## src/hw/dio_cfg_pkg.sv

```systemverilog
// Shared constants and carriers for the isolated digital I/O configuration block.
// Assumes one 100 MHz clock and plain register port access.
package dio_cfg_pkg;

	localparam int CLK_MHZ = 100;
	localparam int CHANNELS = 16;

	// Register offsets on the local port.
	localparam logic [3:0] OFS_CONFIG  = 4'h0;
	localparam logic [3:0] OFS_BASE    = 4'h1;
	localparam logic [3:0] OFS_DIN     = 4'h2;
	localparam logic [3:0] OFS_DOUT    = 4'h3;
	localparam logic [3:0] OFS_STATUS  = 4'h4;

	// Config register fields.
	localparam int CFG_AM_SPACE  = 0;
	localparam int CFG_AM_NONPRV = 1;
	localparam int CFG_IRQ_LSB   = 4;
	localparam int CFG_DEB_LSB   = 8;
	localparam int CFG_IRQ_EN    = 12;

	// Reset values: short space, both short codes, no level, shortest delay.
	localparam logic [5:0] RST_BASE_LOW  = 6'h00;
	localparam logic [7:0] RST_BASE_HIGH = 8'h00;
	localparam logic       RST_AM_SPACE  = 1'b0;
	localparam logic       RST_AM_NONPRV = 1'b1;
	localparam logic [2:0] RST_IRQ_LEVEL = 3'h0;
	localparam logic [3:0] RST_DEBOUNCE  = 4'h1;

	// Address modifier codes.
	localparam logic [5:0] AM_SHORT_SUP  = 6'h2D;
	localparam logic [5:0] AM_SHORT_NP   = 6'h29;
	localparam logic [5:0] AM_STD_SUP    = 6'h3D;
	localparam logic [5:0] AM_STD_NP     = 6'h39;

	// Debounce delays in microseconds, the least figure of each band.
	localparam int DEB_US_0 = 7;
	localparam int DEB_US_1 = 336;
	localparam int DEB_US_2 = 672;
	localparam int DEB_US_3 = 1344;
	localparam int DEB_CYC_0 = DEB_US_0 * CLK_MHZ;
	localparam int DEB_CYC_1 = DEB_US_1 * CLK_MHZ;
	localparam int DEB_CYC_2 = DEB_US_2 * CLK_MHZ;
	localparam int DEB_CYC_3 = DEB_US_3 * CLK_MHZ;
	localparam int DEB_CNT_W = 18;

	typedef struct packed {
		logic [23:0] addr;
		logic [5:0]  am;
		logic        valid;
	} bus_cycle_s;

	typedef struct packed {
		logic        am_space;
		logic        am_nonpriv;
		logic [2:0]  irq_level;
		logic [3:0]  debounce;
		logic        irq_enable;
		logic [5:0]  base_low;
		logic [7:0]  base_high;
	} cfg_s;

endpackage

```

## src/hw/dio_debounce.sv

```systemverilog
// Debounce filter for a bank of input channels sharing one delay.
// Assumes inputs synchronous to clk and a count that is stable between changes.
`timescale 1ns/1ps
`default_nettype none
module dio_debounce #(
	parameter int WIDTH = 16,
	parameter int CW    = 18
) (
	input  wire logic             clk,
	input  wire logic             srst,
	input  wire logic             pass,
	input  wire logic [CW-1:0]    limit,
	input  wire logic [WIDTH-1:0] raw,
	output logic      [WIDTH-1:0] clean
);
	import dio_cfg_pkg::*;

	typedef struct packed {
		logic [WIDTH-1:0][CW-1:0] cnt;
		logic [WIDTH-1:0]         val;
	} deb_state_s;

	deb_state_s st;
	deb_state_s next_st;

	always_comb begin
		next_st = st;
		for (int i = 0; i < WIDTH; i++) begin
			if (!pass) begin
				next_st.cnt[i] = '0;
				next_st.val[i] = 1'b0;
			end else if (raw[i] == st.val[i]) begin
				next_st.cnt[i] = '0;
			end else if (st.cnt[i] + CW'(1) >= limit) begin
				next_st.val[i] = raw[i];
				next_st.cnt[i] = '0;
			end else begin
				next_st.cnt[i] = st.cnt[i] + CW'(1);
			end
		end
	end

	always_ff @(posedge clk) begin
		if (srst) begin
			st <= '0;
		end else begin
			st <= next_st;
		end
	end

	assign clean = st.val;

	property p_short_glitch;
		@(posedge clk) disable iff (srst)
		(pass && raw[0] != st.val[0] && (st.cnt[0] + CW'(1) < limit)) |=> $stable(st.val[0]);
	endproperty
	a_short_glitch: assert property (p_short_glitch) else $error("value moved too early");

	property p_blocked;
		@(posedge clk) disable iff (srst)
		!pass |=> (clean == '0);
	endproperty
	a_blocked: assert property (p_blocked) else $error("input passed while blocked");

endmodule // dio_debounce
`default_nettype wire

```

## src/hw/dio_vme_config.sv

```systemverilog
// Configuration and data path of the isolated 16-in/16-out bus slave board.
// Assumes a bus front end that presents address and modifier, synchronous to clk.
// How it works
// - The board answers only inside its own 1 KB address block.
// - Address lines A10 to A23 are compared with the base selection.
// - Short space compares A10 to A15 only, using the low group.
// - A set selection bit demands a one on its address line.
// - Short space accepts 2DH alone or 2DH and 29H.
// - Standard space accepts 3DH alone or 3DH and 39H.
// - Three-bit interrupt level gives levels 1 to 7, zero means none.
// - Level none asserts no request even with interrupts enabled.
// - Defaults: short base 0000, both short codes, level none.
// - Sixteen input channels are read as one word.
// - Sixteen output channels are driven as one word.
// - Each input has a debounce filter suppressing short glitches.
// - One debounce selection serves all sixteen channels.
// - Debounce select is one-hot among four delays.
// - No selection or several selections block the inputs.
// - Default debounce is the shortest delay.
// - A written output word reads back at once.
// - After reset all inputs and outputs are off.
// - A one turns an output switch on, a zero off.
//
// Design decisions made here: the register addresses and the plain strobed port.
`timescale 1ns/1ps
`default_nettype none
module dio_vme_config #(
	parameter int CHANNELS = dio_cfg_pkg::CHANNELS,
	parameter int DEB_CYC_0 = dio_cfg_pkg::DEB_CYC_0,
	parameter int DEB_CYC_1 = dio_cfg_pkg::DEB_CYC_1,
	parameter int DEB_CYC_2 = dio_cfg_pkg::DEB_CYC_2,
	parameter int DEB_CYC_3 = dio_cfg_pkg::DEB_CYC_3
) (
	input  wire logic                   clk,
	input  wire logic                   srst,
	input  wire logic [3:0]             reg_addr,
	input  wire logic [15:0]            reg_wdata,
	input  wire logic                   reg_wr,
	input  wire logic                   reg_rd,
	output logic      [15:0]            reg_rdata,
	input  wire dio_cfg_pkg::bus_cycle_s bus_cycle,
	input  wire logic                   irq_source,
	input  wire logic [CHANNELS-1:0]    din_raw,
	output logic                        board_select,
	output logic      [7:1]             irq_req,
	output logic      [CHANNELS-1:0]    dout_switch
);
	import dio_cfg_pkg::*;

	localparam int CW = DEB_CNT_W;

	typedef struct packed {
		cfg_s                cfg;
		logic [CHANNELS-1:0] dout;
		logic [15:0]         rdata;
		logic                sel;
		logic [7:1]          irq;
		logic                hit_seen;
	} top_state_s;

	top_state_s st;
	top_state_s next_st;

	logic [CHANNELS-1:0] din_clean;
	logic                deb_pass;
	logic [CW-1:0]       deb_limit;

	function automatic logic onehot4(input logic [3:0] v);
		return (v == 4'h1) || (v == 4'h2) || (v == 4'h4) || (v == 4'h8);
	endfunction

	function automatic logic am_accept(input cfg_s c, input logic [5:0] am);
		logic ok;
		ok = 1'b0;
		if (!c.am_space) begin
			ok = (am == AM_SHORT_SUP) || (c.am_nonpriv && am == AM_SHORT_NP);
		end else begin
			ok = (am == AM_STD_SUP) || (c.am_nonpriv && am == AM_STD_NP);
		end
		return ok;
	endfunction

	function automatic logic addr_match(input cfg_s c, input logic [23:0] a);
		logic ok;
		ok = (a[15:10] == c.base_low);
		if (c.am_space) begin
			ok = ok && (a[23:16] == c.base_high);
		end
		return ok;
	endfunction

	always_comb begin
		deb_pass = onehot4(st.cfg.debounce);
		deb_limit = CW'(DEB_CYC_0);
		if (st.cfg.debounce[1]) begin
			deb_limit = CW'(DEB_CYC_1);
		end else if (st.cfg.debounce[2]) begin
			deb_limit = CW'(DEB_CYC_2);
		end else if (st.cfg.debounce[3]) begin
			deb_limit = CW'(DEB_CYC_3);
		end
	end

	dio_debounce #(
		.WIDTH (CHANNELS),
		.CW    (CW)
	) u_deb (
		.clk   (clk),
		.srst  (srst),
		.pass  (deb_pass),
		.limit (deb_limit),
		.raw   (din_raw),
		.clean (din_clean)
	);

	always_comb begin
		next_st = st;
		next_st.rdata = 16'h0000;
		next_st.sel = bus_cycle.valid && am_accept(st.cfg, bus_cycle.am)
			&& addr_match(st.cfg, bus_cycle.addr);
		next_st.hit_seen = next_st.sel;
		next_st.irq = 7'h00;
		if (irq_source && st.cfg.irq_enable && st.cfg.irq_level != 3'h0) begin
			next_st.irq[st.cfg.irq_level] = 1'b1;
		end
		if (reg_wr) begin
			if (reg_addr == OFS_CONFIG) begin
				next_st.cfg.am_space = reg_wdata[CFG_AM_SPACE];
				next_st.cfg.am_nonpriv = reg_wdata[CFG_AM_NONPRV];
				next_st.cfg.irq_level = reg_wdata[CFG_IRQ_LSB +: 3];
				next_st.cfg.debounce = reg_wdata[CFG_DEB_LSB +: 4];
				next_st.cfg.irq_enable = reg_wdata[CFG_IRQ_EN];
			end else if (reg_addr == OFS_BASE) begin
				next_st.cfg.base_low = reg_wdata[5:0];
				next_st.cfg.base_high = reg_wdata[15:8];
			end else if (reg_addr == OFS_DOUT) begin
				next_st.dout = reg_wdata[CHANNELS-1:0];
			end
		end
		if (reg_rd) begin
			if (reg_addr == OFS_CONFIG) begin
				next_st.rdata[CFG_AM_SPACE] = st.cfg.am_space;
				next_st.rdata[CFG_AM_NONPRV] = st.cfg.am_nonpriv;
				next_st.rdata[CFG_IRQ_LSB +: 3] = st.cfg.irq_level;
				next_st.rdata[CFG_DEB_LSB +: 4] = st.cfg.debounce;
				next_st.rdata[CFG_IRQ_EN] = st.cfg.irq_enable;
			end else if (reg_addr == OFS_BASE) begin
				next_st.rdata = {st.cfg.base_high, 2'b00, st.cfg.base_low};
			end else if (reg_addr == OFS_DIN) begin
				next_st.rdata = din_clean;
			end else if (reg_addr == OFS_DOUT) begin
				next_st.rdata = st.dout;
			end else if (reg_addr == OFS_STATUS) begin
				next_st.rdata = {13'h0000, !deb_pass, st.hit_seen, |st.irq};
			end
		end
	end

	always_ff @(posedge clk) begin
		if (srst) begin
			st <= '0;
			st.cfg.am_space <= RST_AM_SPACE;
			st.cfg.am_nonpriv <= RST_AM_NONPRV;
			st.cfg.irq_level <= RST_IRQ_LEVEL;
			st.cfg.debounce <= RST_DEBOUNCE;
			st.cfg.base_low <= RST_BASE_LOW;
			st.cfg.base_high <= RST_BASE_HIGH;
		end else begin
			st <= next_st;
		end
	end

	assign reg_rdata = st.rdata;
	assign board_select = st.sel;
	assign irq_req = st.irq;
	assign dout_switch = st.dout;

	property p_readback;
		@(posedge clk) disable iff (srst)
		(reg_wr && reg_addr == OFS_DOUT) ##1 (reg_rd && reg_addr == OFS_DOUT)
			|=> (reg_rdata == $past(reg_wdata, 2));
	endproperty
	a_readback: assert property (p_readback) else $error("output readback wrong");

	property p_dout;
		@(posedge clk) disable iff (srst)
		(reg_wr && reg_addr == OFS_DOUT) |=> (dout_switch == $past(reg_wdata));
	endproperty
	a_dout: assert property (p_dout) else $error("output word not applied");

	property p_no_level;
		@(posedge clk) disable iff (srst)
		(st.cfg.irq_level == 3'h0) |=> (irq_req == 7'h00);
	endproperty
	a_no_level: assert property (p_no_level) else $error("request with level none");

	property p_level;
		@(posedge clk) disable iff (srst)
		(irq_source && st.cfg.irq_enable && st.cfg.irq_level == 3'h3) |=> irq_req == 7'h04;
	endproperty
	a_level: assert property (p_level) else $error("wrong request level");

	property p_short_np;
		@(posedge clk) disable iff (srst)
		(bus_cycle.valid && !st.cfg.am_space && !st.cfg.am_nonpriv
			&& bus_cycle.am == AM_SHORT_NP) |=> !board_select;
	endproperty
	a_short_np: assert property (p_short_np) else $error("29H accepted when disabled");

	property p_std_only;
		@(posedge clk) disable iff (srst)
		(st.cfg.am_space && bus_cycle.am[5:4] == 2'h2) |=> !board_select;
	endproperty
	a_std_only: assert property (p_std_only) else $error("short code in standard space");

	property p_block;
		@(posedge clk) disable iff (srst)
		(bus_cycle.addr[15:10] != st.cfg.base_low) |=> !board_select;
	endproperty
	a_block: assert property (p_block) else $error("select outside block");

	property p_high;
		@(posedge clk) disable iff (srst)
		(st.cfg.am_space && bus_cycle.addr[23:16] != st.cfg.base_high) |=> !board_select;
	endproperty
	a_high: assert property (p_high) else $error("upper lines ignored");

	c_select: cover property (@(posedge clk) disable iff (srst) board_select);
	c_irq: cover property (@(posedge clk) disable iff (srst) |irq_req);
	c_blocked: cover property (@(posedge clk) disable iff (srst) !deb_pass);

endmodule // dio_vme_config
`default_nettype wire
```

## config.mk

```make
export PLATFORM = sky130hd
export DESIGN_NAME = dio_vme_config
export DESIGN_NICKNAME = d
export VERILOG_FILES = /design/src/hw/dio_cfg_pkg.sv /design/src/hw/dio_debounce.sv /design/src/hw/dio_vme_config.sv
export SDC_FILE = /design/constraint.sdc
export NUM_CORES = 1
export LEC_CHECK = 0
export BUFFER_PORTS_ARGS = -buffer_cell sky130_fd_sc_hd__buf_2
export CAP_MARGIN = 40
export CORE_MARGIN = 5
export CORE_UTILIZATION = 41
export CTS_BUF_LIST = sky130_fd_sc_hd__clkbuf_4
export CTS_CLUSTER_DIAMETER = 200
export DETAILED_ROUTE_END_ITERATION = 6
export PLACE_DENSITY = 0.59
export RECOVER_POWER = 100
export REMOVE_ABC_BUFFERS = 1
export SYNTH_ARGS = -nofsm -noshare
export SYNTH_HDL_FRONTEND = slang
export SYNTH_SLANG_ARGS = --single-unit
```

## constraint.sdc

```tcl
create_clock -name clk -period 11.5 [get_ports clk]
set_clock_uncertainty 0.2 [all_clocks]
set_input_delay 2.3 -clock clk [delete_from_list [all_inputs] [get_ports clk]]
set_output_delay 2.3 -clock clk [all_outputs]
set_load 0.01 [all_outputs]
```

==> summary.md, run 1 <==
| Metric | Value |
|---|---|
| CORE AREA | about 52000 µm² |
| Internal | roughly 1900 µW |
| Worst Setup SP | srst |
| Largest net degree at the start of global routing | 49 |
| Peak VDD IR | 0.0617 mV |
| Rel. slew slack | -46.8% |
| Clock transition at path regs | approximately 0.060 ns |
| Failing checks | capacitance limit, slew limit |
| Final setup violating endpoints | 0 |
| Post-Syn Area | 21700 µm² |
| Cells along the critical path | buf_2 -> clkbuf_1 -> a21oi_1 -> clkbuf_1 -> o211ai_1 -> or2_0 -> nor2b_1 |
| Share of layout cells above drive strength 1 | ~12% |
| Hold path start | u_deb.st[106] |
| CTS buffer count | roughly 110 |
| Pre-antenna DRT Iters | 5 |
| CP max-delay cell | a21oi_1 |
| Pins Over Slew Limit | between 70 and 80 |
| Crit path DAT | 7.12 ns |
| RSZ-0062 raised after global routing | no |
| Crit path max fanout | 46 |
| Reg2reg start | st[58] |
| Worst hold path type | reg2reg |
| Area growth, synth to finish | 9.80% |
| Power Total | about 2600 µW |
| Fin util | between 40% and 50% |
| Worst reg2reg setup slack | 6.23 ns |
| Worst-margin pin slew | between 2 and 2.5 ns |
| DR DRC count | 0 |
| TritonCTS clock tree | yes |
| Die H | 240 µm |
| Max_cap viols | 2 |
| Cell Rows | 84 |
| Crit-path most repeated cell | clkbuf_1 |
| Distinct cells, synth | between 80 and 90 |
| Root Driver | clkbuf_4 |
| Max Freq | 152 MHz |
| WHS Path Cells | 1 |
| Crit path max-delay family | buffers and inverters |
| Yosys warns | 0 |
| H-Tree Depth | 3 |
| Status | finished, violations left |
| Number of synthesized register bits | ~370 |
| Critical path class | in2reg |
| Setup TNS Final | 0 ns |
| Overflow after GRT | 0 |
| Die W | ~240 µm |
| Setup bufs post-CTS | 0 |
| Final Cell Area | 23800 µm² |
| Final wirelength | 56800 µm |
| Period utilization | between 50% and 60% |
| DIE AREA | around 58000 µm² |
| Synthesized area per cell | just under 9 µm² |
| Drt wl/cell | roughly 17 µm |
| Worst R2R End | u_deb.st[130] |
| Critical Path Stages | 7 |
| Critical Path RT | between 10 and 15 ns |
| Fin Hold WS | 0.246 ns |
| Psw | 659 µW |
| I/O Pins | between 100 and 150 |
| Final GP Congestion | 0.870 |
| Sw Ratio | between 20% and 30% |
| Post-synth ARST share | 0% |
| Vias in the first global route | 17600 |
| CP Capture Type | register |
| EDFF count, synth | 0 |
| Nets@finish | 2876 |
| Initial antenna violation count | 12 |
| Startpoint Class | input port |
| Initial core utilization | between 40 and 50% |
| Synth Instances | around 2400 |
| All-Layer GR Usage | a little under 20% |
| Sequential share of power | about 50% |
| CP endpoint | u_deb.st[130] |
| Detail Route Antenna Nets | 0 |
| DP Wirelength | about 41000 µm |
| Worst-skew pair later-pin latency | 0.84 ns |
| Routed vias | 17600 |
| CTS Hold Buffers Added | 0 |
| Share of total power in combinational logic | under 10% |
| Clock share of power | 45.3% |
| Crit path time final | between 6 and 7 ns |
| First-pass GRT wire length | 90500 µm |
| PortBufs | 101 |
| Pleak | just under 0.01 µW |
| Synth Flop Type | dfxtp_1 |
| FF-to-FF path depth | 9 |
| CTS sink count | 368 |
| Clock buffer depth | 3 |
| Power per cell area | approximately 110 nW/µm² |
| Post-cts resize count | 0 |
| Crit path largest cell delay | around 1.4 ns |
| Iter 0 DRT Violations | 745 |
| Worst path bufs/invs | 3 |
| Post-synthesis sequential area ratio | 34.0% |
| Final Hold Fails | 0 |
| Filler cells | 5166 |
| Placed Area | ~23000 µm² |
| Vias per std cell | 5.28 |
[placed cells by master (no fill, tap or decap), drive strengths merged, types with 22 or more instances in the layout]
cell	Yosys	final
dfxtp	368	368
inv	48	50
clkbuf	40	202
buf	55	72
and3	70	70
nand4	64	64
a21o	26	26
nor3	42	42
nand3	125	125
nand2	237	237
ha	235	235
a21oi	102	102
nor2b	185	185
and2	22	22
xnor2	173	173
xor2	119	119
o21ai	44	44
nor2	214	214
[routing by layer]
metal  track usage, %  routed length (µm)
met1             25.1               25700
met2             31.3               25600
met3             5.02                3680
met4             8.01                1880
met5                0                  29
[worst register-to-register path: stages (launching register included)]
cell and delay, ns:
dfxtp_1 0.41, nor2_1 0.22, nand2_2 0.08, buf_4 0.34, or2_2 0.39, a21oi_1 1.07, clkbuf_1 1.11, o211ai_1 0.38
or2_0 0.72, nor2b_1 0.26
[registers in the layout, indices dropped and copies added (netlist names)]
register / flops
u_deb.st: 288
u_deb.clean: 16
dout_switch: 16
st: 25
reg_rdata: 16
irq_req: 7
[worst min path at each step]
| stage | slack [ns] | endpoint |
|---|---|---|
| after global placement | 0.22 | u_deb.st[106] |
| after detailed placement | 0.24 | u_deb.st[106] |
| after global routing | 0.26 | u_deb.st[106] |
| after CTS | 0.25 | u_deb.st[106] |
| after floorplan | 0.21 | u_deb.st[106] |
| final | 0.25 | u_deb.st[106] |
[per-stage QoR]
stage | setup slack (ns) | instances
finish | 4.92 | 3340
global route | 4.61 | 3337
CTS | 7.21 | 3327
detailed placement | 6.59 | 3150
global placement | 6.22 | 3145
floorplan | 6.99 | 2342
[cells by family after synthesis]
family          after synthesis  share of synthesized area (%)
mux                          25                           1.23
xor+xnor                    292                           11.8
compound gates              310                           9.55
flops                       368                           34.0
buf+inv                     143                           3.50
fa+ha+maj                   235                           13.6
simple gates               1064                           26.4
[synth_stat cells (all sizes together) (26+ instances only)]
library cell,number,share of area [%]
dfxtp,368,34
nand4,64,1.9
and3,70,2.0
nor2,214,3.9
a21oi,102,2.4
inv,48,0.83
clkbuf,40,0.70
a21o,26,0.90
xor2,119,4.8
nor2b,185,5.8
ha,235,14
nand2,237,4.1
o21ai,44,1.0
nand3,125,3.0
xnor2,173,7.0
buf,55,2.0
nor3,42,0.97
[layout make-up]
| type | instances | area [µm²] | share of cell area, % |
|---|---|---|---|
| Antenna cell | 13 | 32.5 | 0.137 |
| Clock buffer | 154 | 1160 | 4.86 |
| Clock inverter | 23 | 88.8 | 0.373 |
| Inverter | 48 | 180 | 0.757 |
| Multi-Input combinational cell | 1926 | 13500 | 56.9 |
| Sequential cell | 368 | 7370 | 31.0 |
| Tap cell | 688 | 861 | 3.62 |
| Timing Repair Buffer | 120 | 574 | 2.41 |
[power by group through the flow]
stage	Combinational, µW	Clock (µW)	Sequential [µW]
2_1_floorplan	63.4	0	1320
3_3_place_gp	119	0	1320
3_5_place_dp	123	0	1320
4_1_cts	124	1220	1290
5_1_grt	133	1290	1290
6_report	120	1170	1290
No activity file was read; power rests on OpenSTA's default activity.
==> inputs of run 2 (changes only) <==
--- a/config.mk
+++ b/config.mk
@@ -5,6 +5,7 @@
 export SDC_FILE = /design/constraint.sdc
 export NUM_CORES = 1
 export LEC_CHECK = 0
+export ABC_AREA = 1
 export BUFFER_PORTS_ARGS = -buffer_cell sky130_fd_sc_hd__buf_2
 export CAP_MARGIN = 40
 export CORE_MARGIN = 5
@@ -12,7 +13,7 @@
 export CTS_BUF_LIST = sky130_fd_sc_hd__clkbuf_4
 export CTS_CLUSTER_DIAMETER = 200
 export DETAILED_ROUTE_END_ITERATION = 6
-export PLACE_DENSITY = 0.59
+export PLACE_DENSITY = 0.61
 export RECOVER_POWER = 100
 export REMOVE_ABC_BUFFERS = 1
 export SYNTH_ARGS = -nofsm -noshare
==> constraint.sdc (replaced) <==
create_clock -name clk -period 5.65 [get_ports clk]
set_clock_uncertainty 0.2 [all_clocks]
set_input_delay 1.13 -clock clk [delete_from_list [all_inputs] [get_ports clk]]
set_output_delay 1.13 -clock clk [all_outputs]
set_load 0.01 [all_outputs]
==> run 2 against run 1 <==
The run now ends clean; sequential power up 100%; die area grew 7.1%; design area up 6.7%; area after synthesis increased by 7.4%; largest cell class unchanged.
==> summary.md, run 2 <==
| Metric | Value |
|---|---|
| Crit-path most repeated cell | nor2_1 |
| Synth Flop Type | dfxtp_1 |
| Share of layout cells above drive strength 1 | 10.8% (-0.77 points) |
| First-pass GRT wire length | 93800 µm (+3.6%) |
| Placed insts | 4019 (+28%) |
| I/O Pins | 112 (unchanged) |
| Post-place setup slack | 1.71 ns (-4.88 ns) |
| Most common cell in the synthesized netlist | nand2_1 |
| Post-Syn Area | 23300 µm² (+7.4%) |
| Clock transition at path regs | 0.07 ns (about the same) |
| Cell Count, Final, Fillers Out | 4209 (+26%) |
| DP Wirelength | 42700 µm (+4.4%) |
| Iter 0 DRT Violations | 1154 (+55%) |
| CTS sink count | 368 (unchanged) |
| Setup bufs post-CTS | 0 (unchanged) |
| EDFF count, synth | 0 (unchanged) |
| Vias in the first global route | 18700 (+6.2%) |
| H-Tree Depth | 3 (unchanged) |
| Leading area contributor after synthesis | dfxtp_1 |
| Max_cap viols | 0 (-2) |
| Critical Path Stages | 13 (+6) |
| Power Total | 5330 µW (+110%) |
| Most instantiated cells after synthesis | nand2_1 (602), inv_1 (506), nor2_1 (476) |
| Post-synth ARST share | 0% (unchanged) |
| Pre-antenna DRT Iters | 5 (unchanged) |
| Root Driver | clkbuf_4 |
| Pins Over Slew Limit | 0 (-100%) |
| FF/Latch Area | 7370 µm² (unchanged) |
| Top-area cell type share of the netlist area | 31.7% (-2.3 points) |
| Final setup violating endpoints | 0 (unchanged) |
| Worst reg2reg setup slack | 1.08 ns (-5.15 ns) |
| Crit path max fanout | 23 (-50%) |
| Power per cell area | 210 nW/µm² (+94%) |
| RSZ-0062 raised after global routing | no |
| Detail Route Antenna Nets | 0 (unchanged) |
| CP endpoint | u_deb.st[145] |
| All-Layer GR Usage | 18.9% (-0.61 points) |
| CP max-delay cell | clkbuf_1 |
| Startpoint Class | register |
| Drt wl/cell | 13.8 µm (-19%) |
| Max FFs per register | 288 (unchanged) |
| CORE AREA | 56300 µm² (+7.3%) |
| Crit path time final | ~4.6 ns |
| Worst R2R End | u_deb.st[145] |
| Peak VDD IR | 0.121 mV (+96%) |
| Distinct cells, synth | 52 (-37%) |
| Number of synthesized register bits | 368 (unchanged) |
| Die W | 248 µm (+3.5%) |
| Crit path max-delay family | simple AND/OR/NAND/NOR gates |
| Cell Rows | 87 (+3.6%) |
| Top flop regs | u_deb.st: 288 flops, st: 25 flops |
| FF-to-FF path depth | 13 (+4) |
| TritonCTS clock tree | yes |
| Die H | 248 µm (+3.5%) |
| Yosys warns | 0 (unchanged) |
| Worst hold path type | reg2reg |
| Worst-margin pin slew | 1.46 ns (-0.739 ns) |
| DIE AREA | 61600 µm² (+7.1%) |
| Initial core utilization | 41.3% (about the same) |
| Clock buffer depth | 3 (unchanged) |
| Nets@finish | 3675 (+28%) |
| Period utilization | approximately 81% |
| Synth top area cells | dfxtp_1 (32%), ha_1 (13%), nand2_1 (9.7%), inv_1 (8.2%), nor2_1 (7.7%) |
| Largest net degree at the start of global routing | 26 (-47%) |
| Post-synthesis sequential area ratio | 31.7% (-2.3 points) |
| Post-cts resize count | 0 (unchanged) |
| Worst-skew pair later-pin latency | 0.83 ns (about the same) |
| DR DRC count | 0 (unchanged) |
| Final Hold Fails | 0 (unchanged) |
| Filler cells | 5864 (+14%) |
| PortBufs | 101 (unchanged) |
| Reg2reg start | st[57] |
| Overflow after GRT | 0 (unchanged) |
| Setup TNS Final | 0 ns (unchanged) |
| Status | completed |
| Critical path class | reg2reg |
| Worst Setup SP | st[57] |
| Final wirelength | 58200 µm (+2.5%) |
| Synthesized area per cell | 7.22 µm² (-19%) |
| Final worst slack | 1.08 ns (-3.85 ns) |
| Cells along the critical path | inv_2 -> nand2_1 -> clkbuf_1 -> ha_1 -> nand2_1 -> inv_1 -> nand2_1 -> nor2_1 -> nor2_1 -> nand3_1 -> nor2_1 -> nand3_1 -> nor2_1 |
| Most frequent cells in the layout | nand2_1 (604), inv_1 (503), nor2_1 (496) |
| Area of the multi-input gates | 13300 µm² (-1.9%) |
| CTS buffer count | 103 (-1.9%) |
| CTS Hold Buffers Added | 0 (unchanged) |
| Initial antenna violation count | 5 (-7) |
| Max Freq | approximately 220 MHz |
| Reg with most FFs | u_deb.st |
| Routed vias | 19800 (+12%) |
| Worst path bufs/invs | 3 (unchanged) |
| Area growth, synth to finish | 9.07% |
| Synth Instances | 3221 (+32%) |
| Crit path DAT | 5.10 ns (-2.02 ns) |
| Rel. slew slack | 2.47% (+49 points) |
| Commonest non-fill, non-tap cell in the layout | nand2_1 |
| CP Capture Type | register |
| Pleak | 0.0117 µW (+18%) |
| Vias per std cell | 4.69 (-11%) |
| Crit path largest cell delay | 0.86 ns (-0.57 ns) |
| Critical Path RT | 6.18 ns (-5.86 ns) |
| Final GP Congestion | 0.864 (-0.66%) |
[run 2: worst min path at each step]
stage,startpoint,end,slack (ns),cells past startpoint
2_1_floorplan,u_deb.st[250],u_deb.st[250],0.21,1
3_3_place_gp,u_deb.st[250],u_deb.st[250],0.23,1
3_5_place_dp,u_deb.st[250],u_deb.st[250],0.24,1
4_1_cts,reg_wdata[8],st[56],0.24,3
5_1_grt,u_deb.st[250],u_deb.st[250],0.28,1
6_report,u_deb.st[250],u_deb.st[250],0.25,1
[run 2: layout make-up]
cell class,instances,area share (%)
Clock inverter,35,0.552
Sequential cell,368,29.0
Clock buffer,150,4.44
Antenna cell,5,0.0493
Timing Repair Buffer,117,2.28
Multi-Input combinational cell,2265,52.3
Inverter,513,7.59
Tap cell,756,3.73
[run 2: report_power, final]
| part | leakage [µW] | internal [µW] | switching (µW) |
|---|---|---|---|
| registers | 0.00297 | 2610 | 20.1 |
| logic | 0.00801 | 92.7 | 219 |
| clock network | 0.000769 | 1210 | 1170 |
[run 2: layer usage]
| metal | GRT usage, % | wire length [µm] | vias to the layer above |
|---|---|---|---|
| li1 | - | - | 10600 |
| met1 | 25.3 | 27900 | 8660 |
| met2 | 29.1 | 24600 | 392 |
| met3 | 4.87 | 3920 | 108 |
| met4 | 7.71 | 1780 | 2 |
| met5 | 0 | 13 | - |
[run 2: cells by family after synthesis]
kind of cell,after synthesis,share of synthesized area [%]
and+or+nand+nor,1556,30.7
buffers and inverters,588,10.6
DFF,368,31.7
AOI/OAI and AO/OA,259,6.32
adders and majority gates,235,12.6
xor gates and xnor gates,215,8.09
[run 2: through the flow]
stage | hold WS [ns] | cell area [µm²] | util [%]
detailed placement | 0.239 | 24400 | 43.3
CTS | 0.236 | 25600 | 45.5
global route | 0.278 | 25400 | 45.1
global placement | 0.226 | 24300 | 43.2
finish | 0.245 | 25400 | 45.1
floorplan | 0.213 | 22700 | -
==> inputs of run 3 (changes only) <==
--- a/config.mk
+++ b/config.mk
@@ -13,7 +13,7 @@
 export CTS_BUF_LIST = sky130_fd_sc_hd__clkbuf_4
 export CTS_CLUSTER_DIAMETER = 200
 export DETAILED_ROUTE_END_ITERATION = 6
-export PLACE_DENSITY = 0.61
+export PLACE_DENSITY = 0.59
 export RECOVER_POWER = 100
 export REMOVE_ABC_BUFFERS = 1
 export SYNTH_ARGS = -nofsm -noshare
==> constraint.sdc (replaced) <==
create_clock -name clk -period 4.7 [get_ports clk]
set_clock_uncertainty 0.2 [all_clocks]
set_input_delay 0.94 -clock clk [delete_from_list [all_inputs] [get_ports clk]]
set_output_delay 0.94 -clock clk [all_outputs]
set_load 0.01 [all_outputs]
==> run 3 against run 2 <==
First-iteration DRC count down 2.7%; register-to-register slack got worse by 0.37 ns; sequential power grew 20%; die area did not move; worst setup slack worse by 0.37 ns; clock power up 21%; fmax rose by 14%; worst hold slack lost 0.079 ns; critical path depth is the same; critical path type unchanged.
==> summary.md, run 3 (synthesis results as in run 2) <==
| Metric | Value |
|---|---|
| CP Capture Type | register |
| Die H | 248 µm (unchanged) |
| Drt wl/cell | 14.0 µm (+1.5%) |
| Final Hold Fails | 0 (unchanged) |
| PortBufs | 101 (unchanged) |
| Placed Area | 24400 µm² (+0.14%) |
| Final wirelength | 59000 µm (+1.3%) |
| Reg2reg start | st[57] |
| DP Wirelength | 43300 µm (+1.4%) |
| Routed vias | 19600 (-0.55%) |
| Detail Route Antenna Nets | 0 (unchanged) |
| Cell Count, Final, Fillers Out | 4202 (-0.17%) |
| Most frequent cells in the layout | nand2_1 (604), inv_1 (505), nor2_1 (495) |
| Crit path max fanout | 18 (-22%) |
| Crit-path most repeated cell | nand2_1 |
| Worst hold path type | in2reg |
| H-Tree Depth | 3 (unchanged) |
| Share of layout cells above drive strength 1 | 10.9% (+0.15 points) |
| Cell Rows | 87 (unchanged) |
| Pre-antenna DRT Iters | 5 (unchanged) |
| Placed insts | 4023 (+0.10%) |
| Crit path DAT | 4.52 ns (-0.58 ns) |
| CTS sink count | 368 (unchanged) |
| Worst R2R End | u_deb.st[177] |
| RSZ-0062 raised after global routing | no |
| Root Driver | clkbuf_4 |
| DIE AREA | 61600 µm² (unchanged) |
| DR DRC count | 0 (unchanged) |
| Hold path start | reg_wdata[1] |
| All-Layer GR Usage | 18.9% (+0.039 points) |
| Worst Setup SP | st[57] |
| CORE AREA | 56300 µm² (unchanged) |
| Final GP Congestion | 0.815 (-5.6%) |
| Final Cell Area | 25400 µm² (+0.23%) |
| Max Freq | 250 MHz (+14%) |
| Vias in the first global route | 18200 (-2.7%) |
| Crit path time final | 4.00 ns (-0.577 ns) |
| CTS Hold Buffers Added | 0 (unchanged) |
| Fin util | 45.2% (+0.10 points) |
| Worst reg2reg setup slack | 0.70 ns (-0.37 ns) |
| FF/Latch Area | 7370 µm² (unchanged) |
| Pins Over Slew Limit | 0 (unchanged) |
| CP max-delay cell | clkbuf_1 |
| Nets@finish | 3678 (+0.082%) |
| Status | completed |
| Commonest non-fill, non-tap cell in the layout | nand2_1 |
| I/O Pins | 112 (unchanged) |
| Crit path largest cell delay | 0.75 ns (-0.11 ns) |
| Area of the multi-input gates | 13300 µm² (+0.29%) |
| WHS Path Cells | 3 (+2) |
| Area growth, synth to finish | 9.32% |
| Post-cts resize count | 0 (unchanged) |
| Worst-skew pair later-pin latency | 0.84 ns (about the same) |
| Iter 0 DRT Violations | 1123 (-2.7%) |
| Startpoint Class | register |
| Max_cap viols | 0 (unchanged) |
| Clock transition at path regs | 0.07 ns (about the same) |
| Setup TNS Final | 0 ns (unchanged) |
| Rel. slew slack | 6.33% (+3.9 points) |
| Filler cells | 5857 (-0.12%) |
| Cells along the critical path | inv_1 -> nand2_1 -> inv_1 -> clkbuf_1 -> ha_1 -> nand2_1 -> o21a_1 -> nand2_1 -> nand2_1 -> a21oi_1 -> nor2_1 -> nand3_2 -> nor2_1 |
| Setup bufs post-CTS | 0 (unchanged) |
| Initial antenna violation count | 5 (unchanged) |
| FF-to-FF path depth | 13 (unchanged) |
| Worst path bufs/invs | 3 (unchanged) |
| TritonCTS clock tree | yes |
| Worst-margin pin slew | 1.41 ns (-0.0579 ns) |
| Clock buffer depth | 3 (unchanged) |
| Crit path max-delay family | buffers and inverters |
| CTS buffer count | 102 (-0.97%) |
| Overflow after GRT | 0 (unchanged) |
| Power per cell area | 254 nW/µm² (+21%) |
| Critical Path RT | 5.23 ns (-0.95 ns) |
| Period utilization | 85.1% (+4.1 points) |
| Die W | 248 µm (unchanged) |
| Max FFs per register | 288 (unchanged) |
| Critical path class | reg2reg |
| Top flop regs | u_deb.st: 288 flops, st: 25 flops |
| Largest net degree at the start of global routing | 30 (+15%) |
| Vias per std cell | 4.68 (-0.38%) |
| Reg with most FFs | u_deb.st |
| Peak VDD IR | 0.116 mV (-3.7%) |
| First-pass GRT wire length | 93000 µm (-0.85%) |
| Initial core utilization | 41.3% (unchanged) |
| Pleak | 0.0118 µW (+0.21%) |
| Final setup violating endpoints | 0 (unchanged) |
| Worst Hold Endpoint | st[63] |
==> run 3: changes by cell type in the layout (fill, tap and decap cells not counted), sizes merged <==
cell,change
diode,-4
clkbuf,-4
bufinv,+1
buf,+5
inv,+1
clkinv,-8
clkinvlp,+2
==> run 3: per-stage QoR <==
| stage | setup WS [ns] | power (µW) | hold WS, ns |
|---|---|---|---|
| after detailed placement | 1.20 | 3630 | 0.230 |
| final | 0.702 | 6450 | 0.166 |
| after floorplan | 0.679 | 3460 | 0.213 |
| after CTS | 1.14 | 6600 | 0.0491 |
| after global placement | 1.21 | 3620 | 0.225 |
| after global routing | 0.389 | 6790 | 0.102 |
==> run 3: final cells by class <==
class	instances	share of cell area, %
Tap cell	756	3.72
Clock buffer	147	4.34
Sequential cell	368	29.0
Inverter	513	7.57
Antenna cell	1	0.00984
Timing Repair Buffer	121	2.43
Multi-Input combinational cell	2265	52.4
Clock inverter	31	0.605
==> run 3: routing by layer <==
layer	track usage, %	up-vias	part of all wire (%)
met5	0	-	0
met4	7.76	0	3.3
met3	4.45	97	5.9
met2	29.3	368	42
met1	25.4	8606	49
li1	-	10600	-
==> run 3: worst max-delay path by stage <==
stage	to	slack, ns	cells past startpoint
4_1_cts	u_deb.st[201]	1.14	17
3_3_place_gp	u_deb.st[199]	1.21	17
2_1_floorplan	u_deb.st[28]	0.68	5
5_1_grt	u_deb.st[52]	0.39	16
6_report	u_deb.st[177]	0.70	13
3_5_place_dp	u_deb.st[206]	1.20	17
==> run 3: power breakdown <==
group / total [µW] / switching [µW] / internal [µW]
logic: 386 / 273 / 113
clock network: 2900 / 1420 / 1480
registers: 3160 / 23.2 / 3140
total: 6450 / 1710 / 4740
==> run 3: worst reg2reg max path: cells and delay by family, from the launching register on <==
kind	cells	cell delay (ns)
buffers and inverters	3	1.56
and+or+nand+nor	7	1.14
AOI/OAI and AO/OA	2	0.18
DFF	1	0.43
adders and majority gates	1	0.40
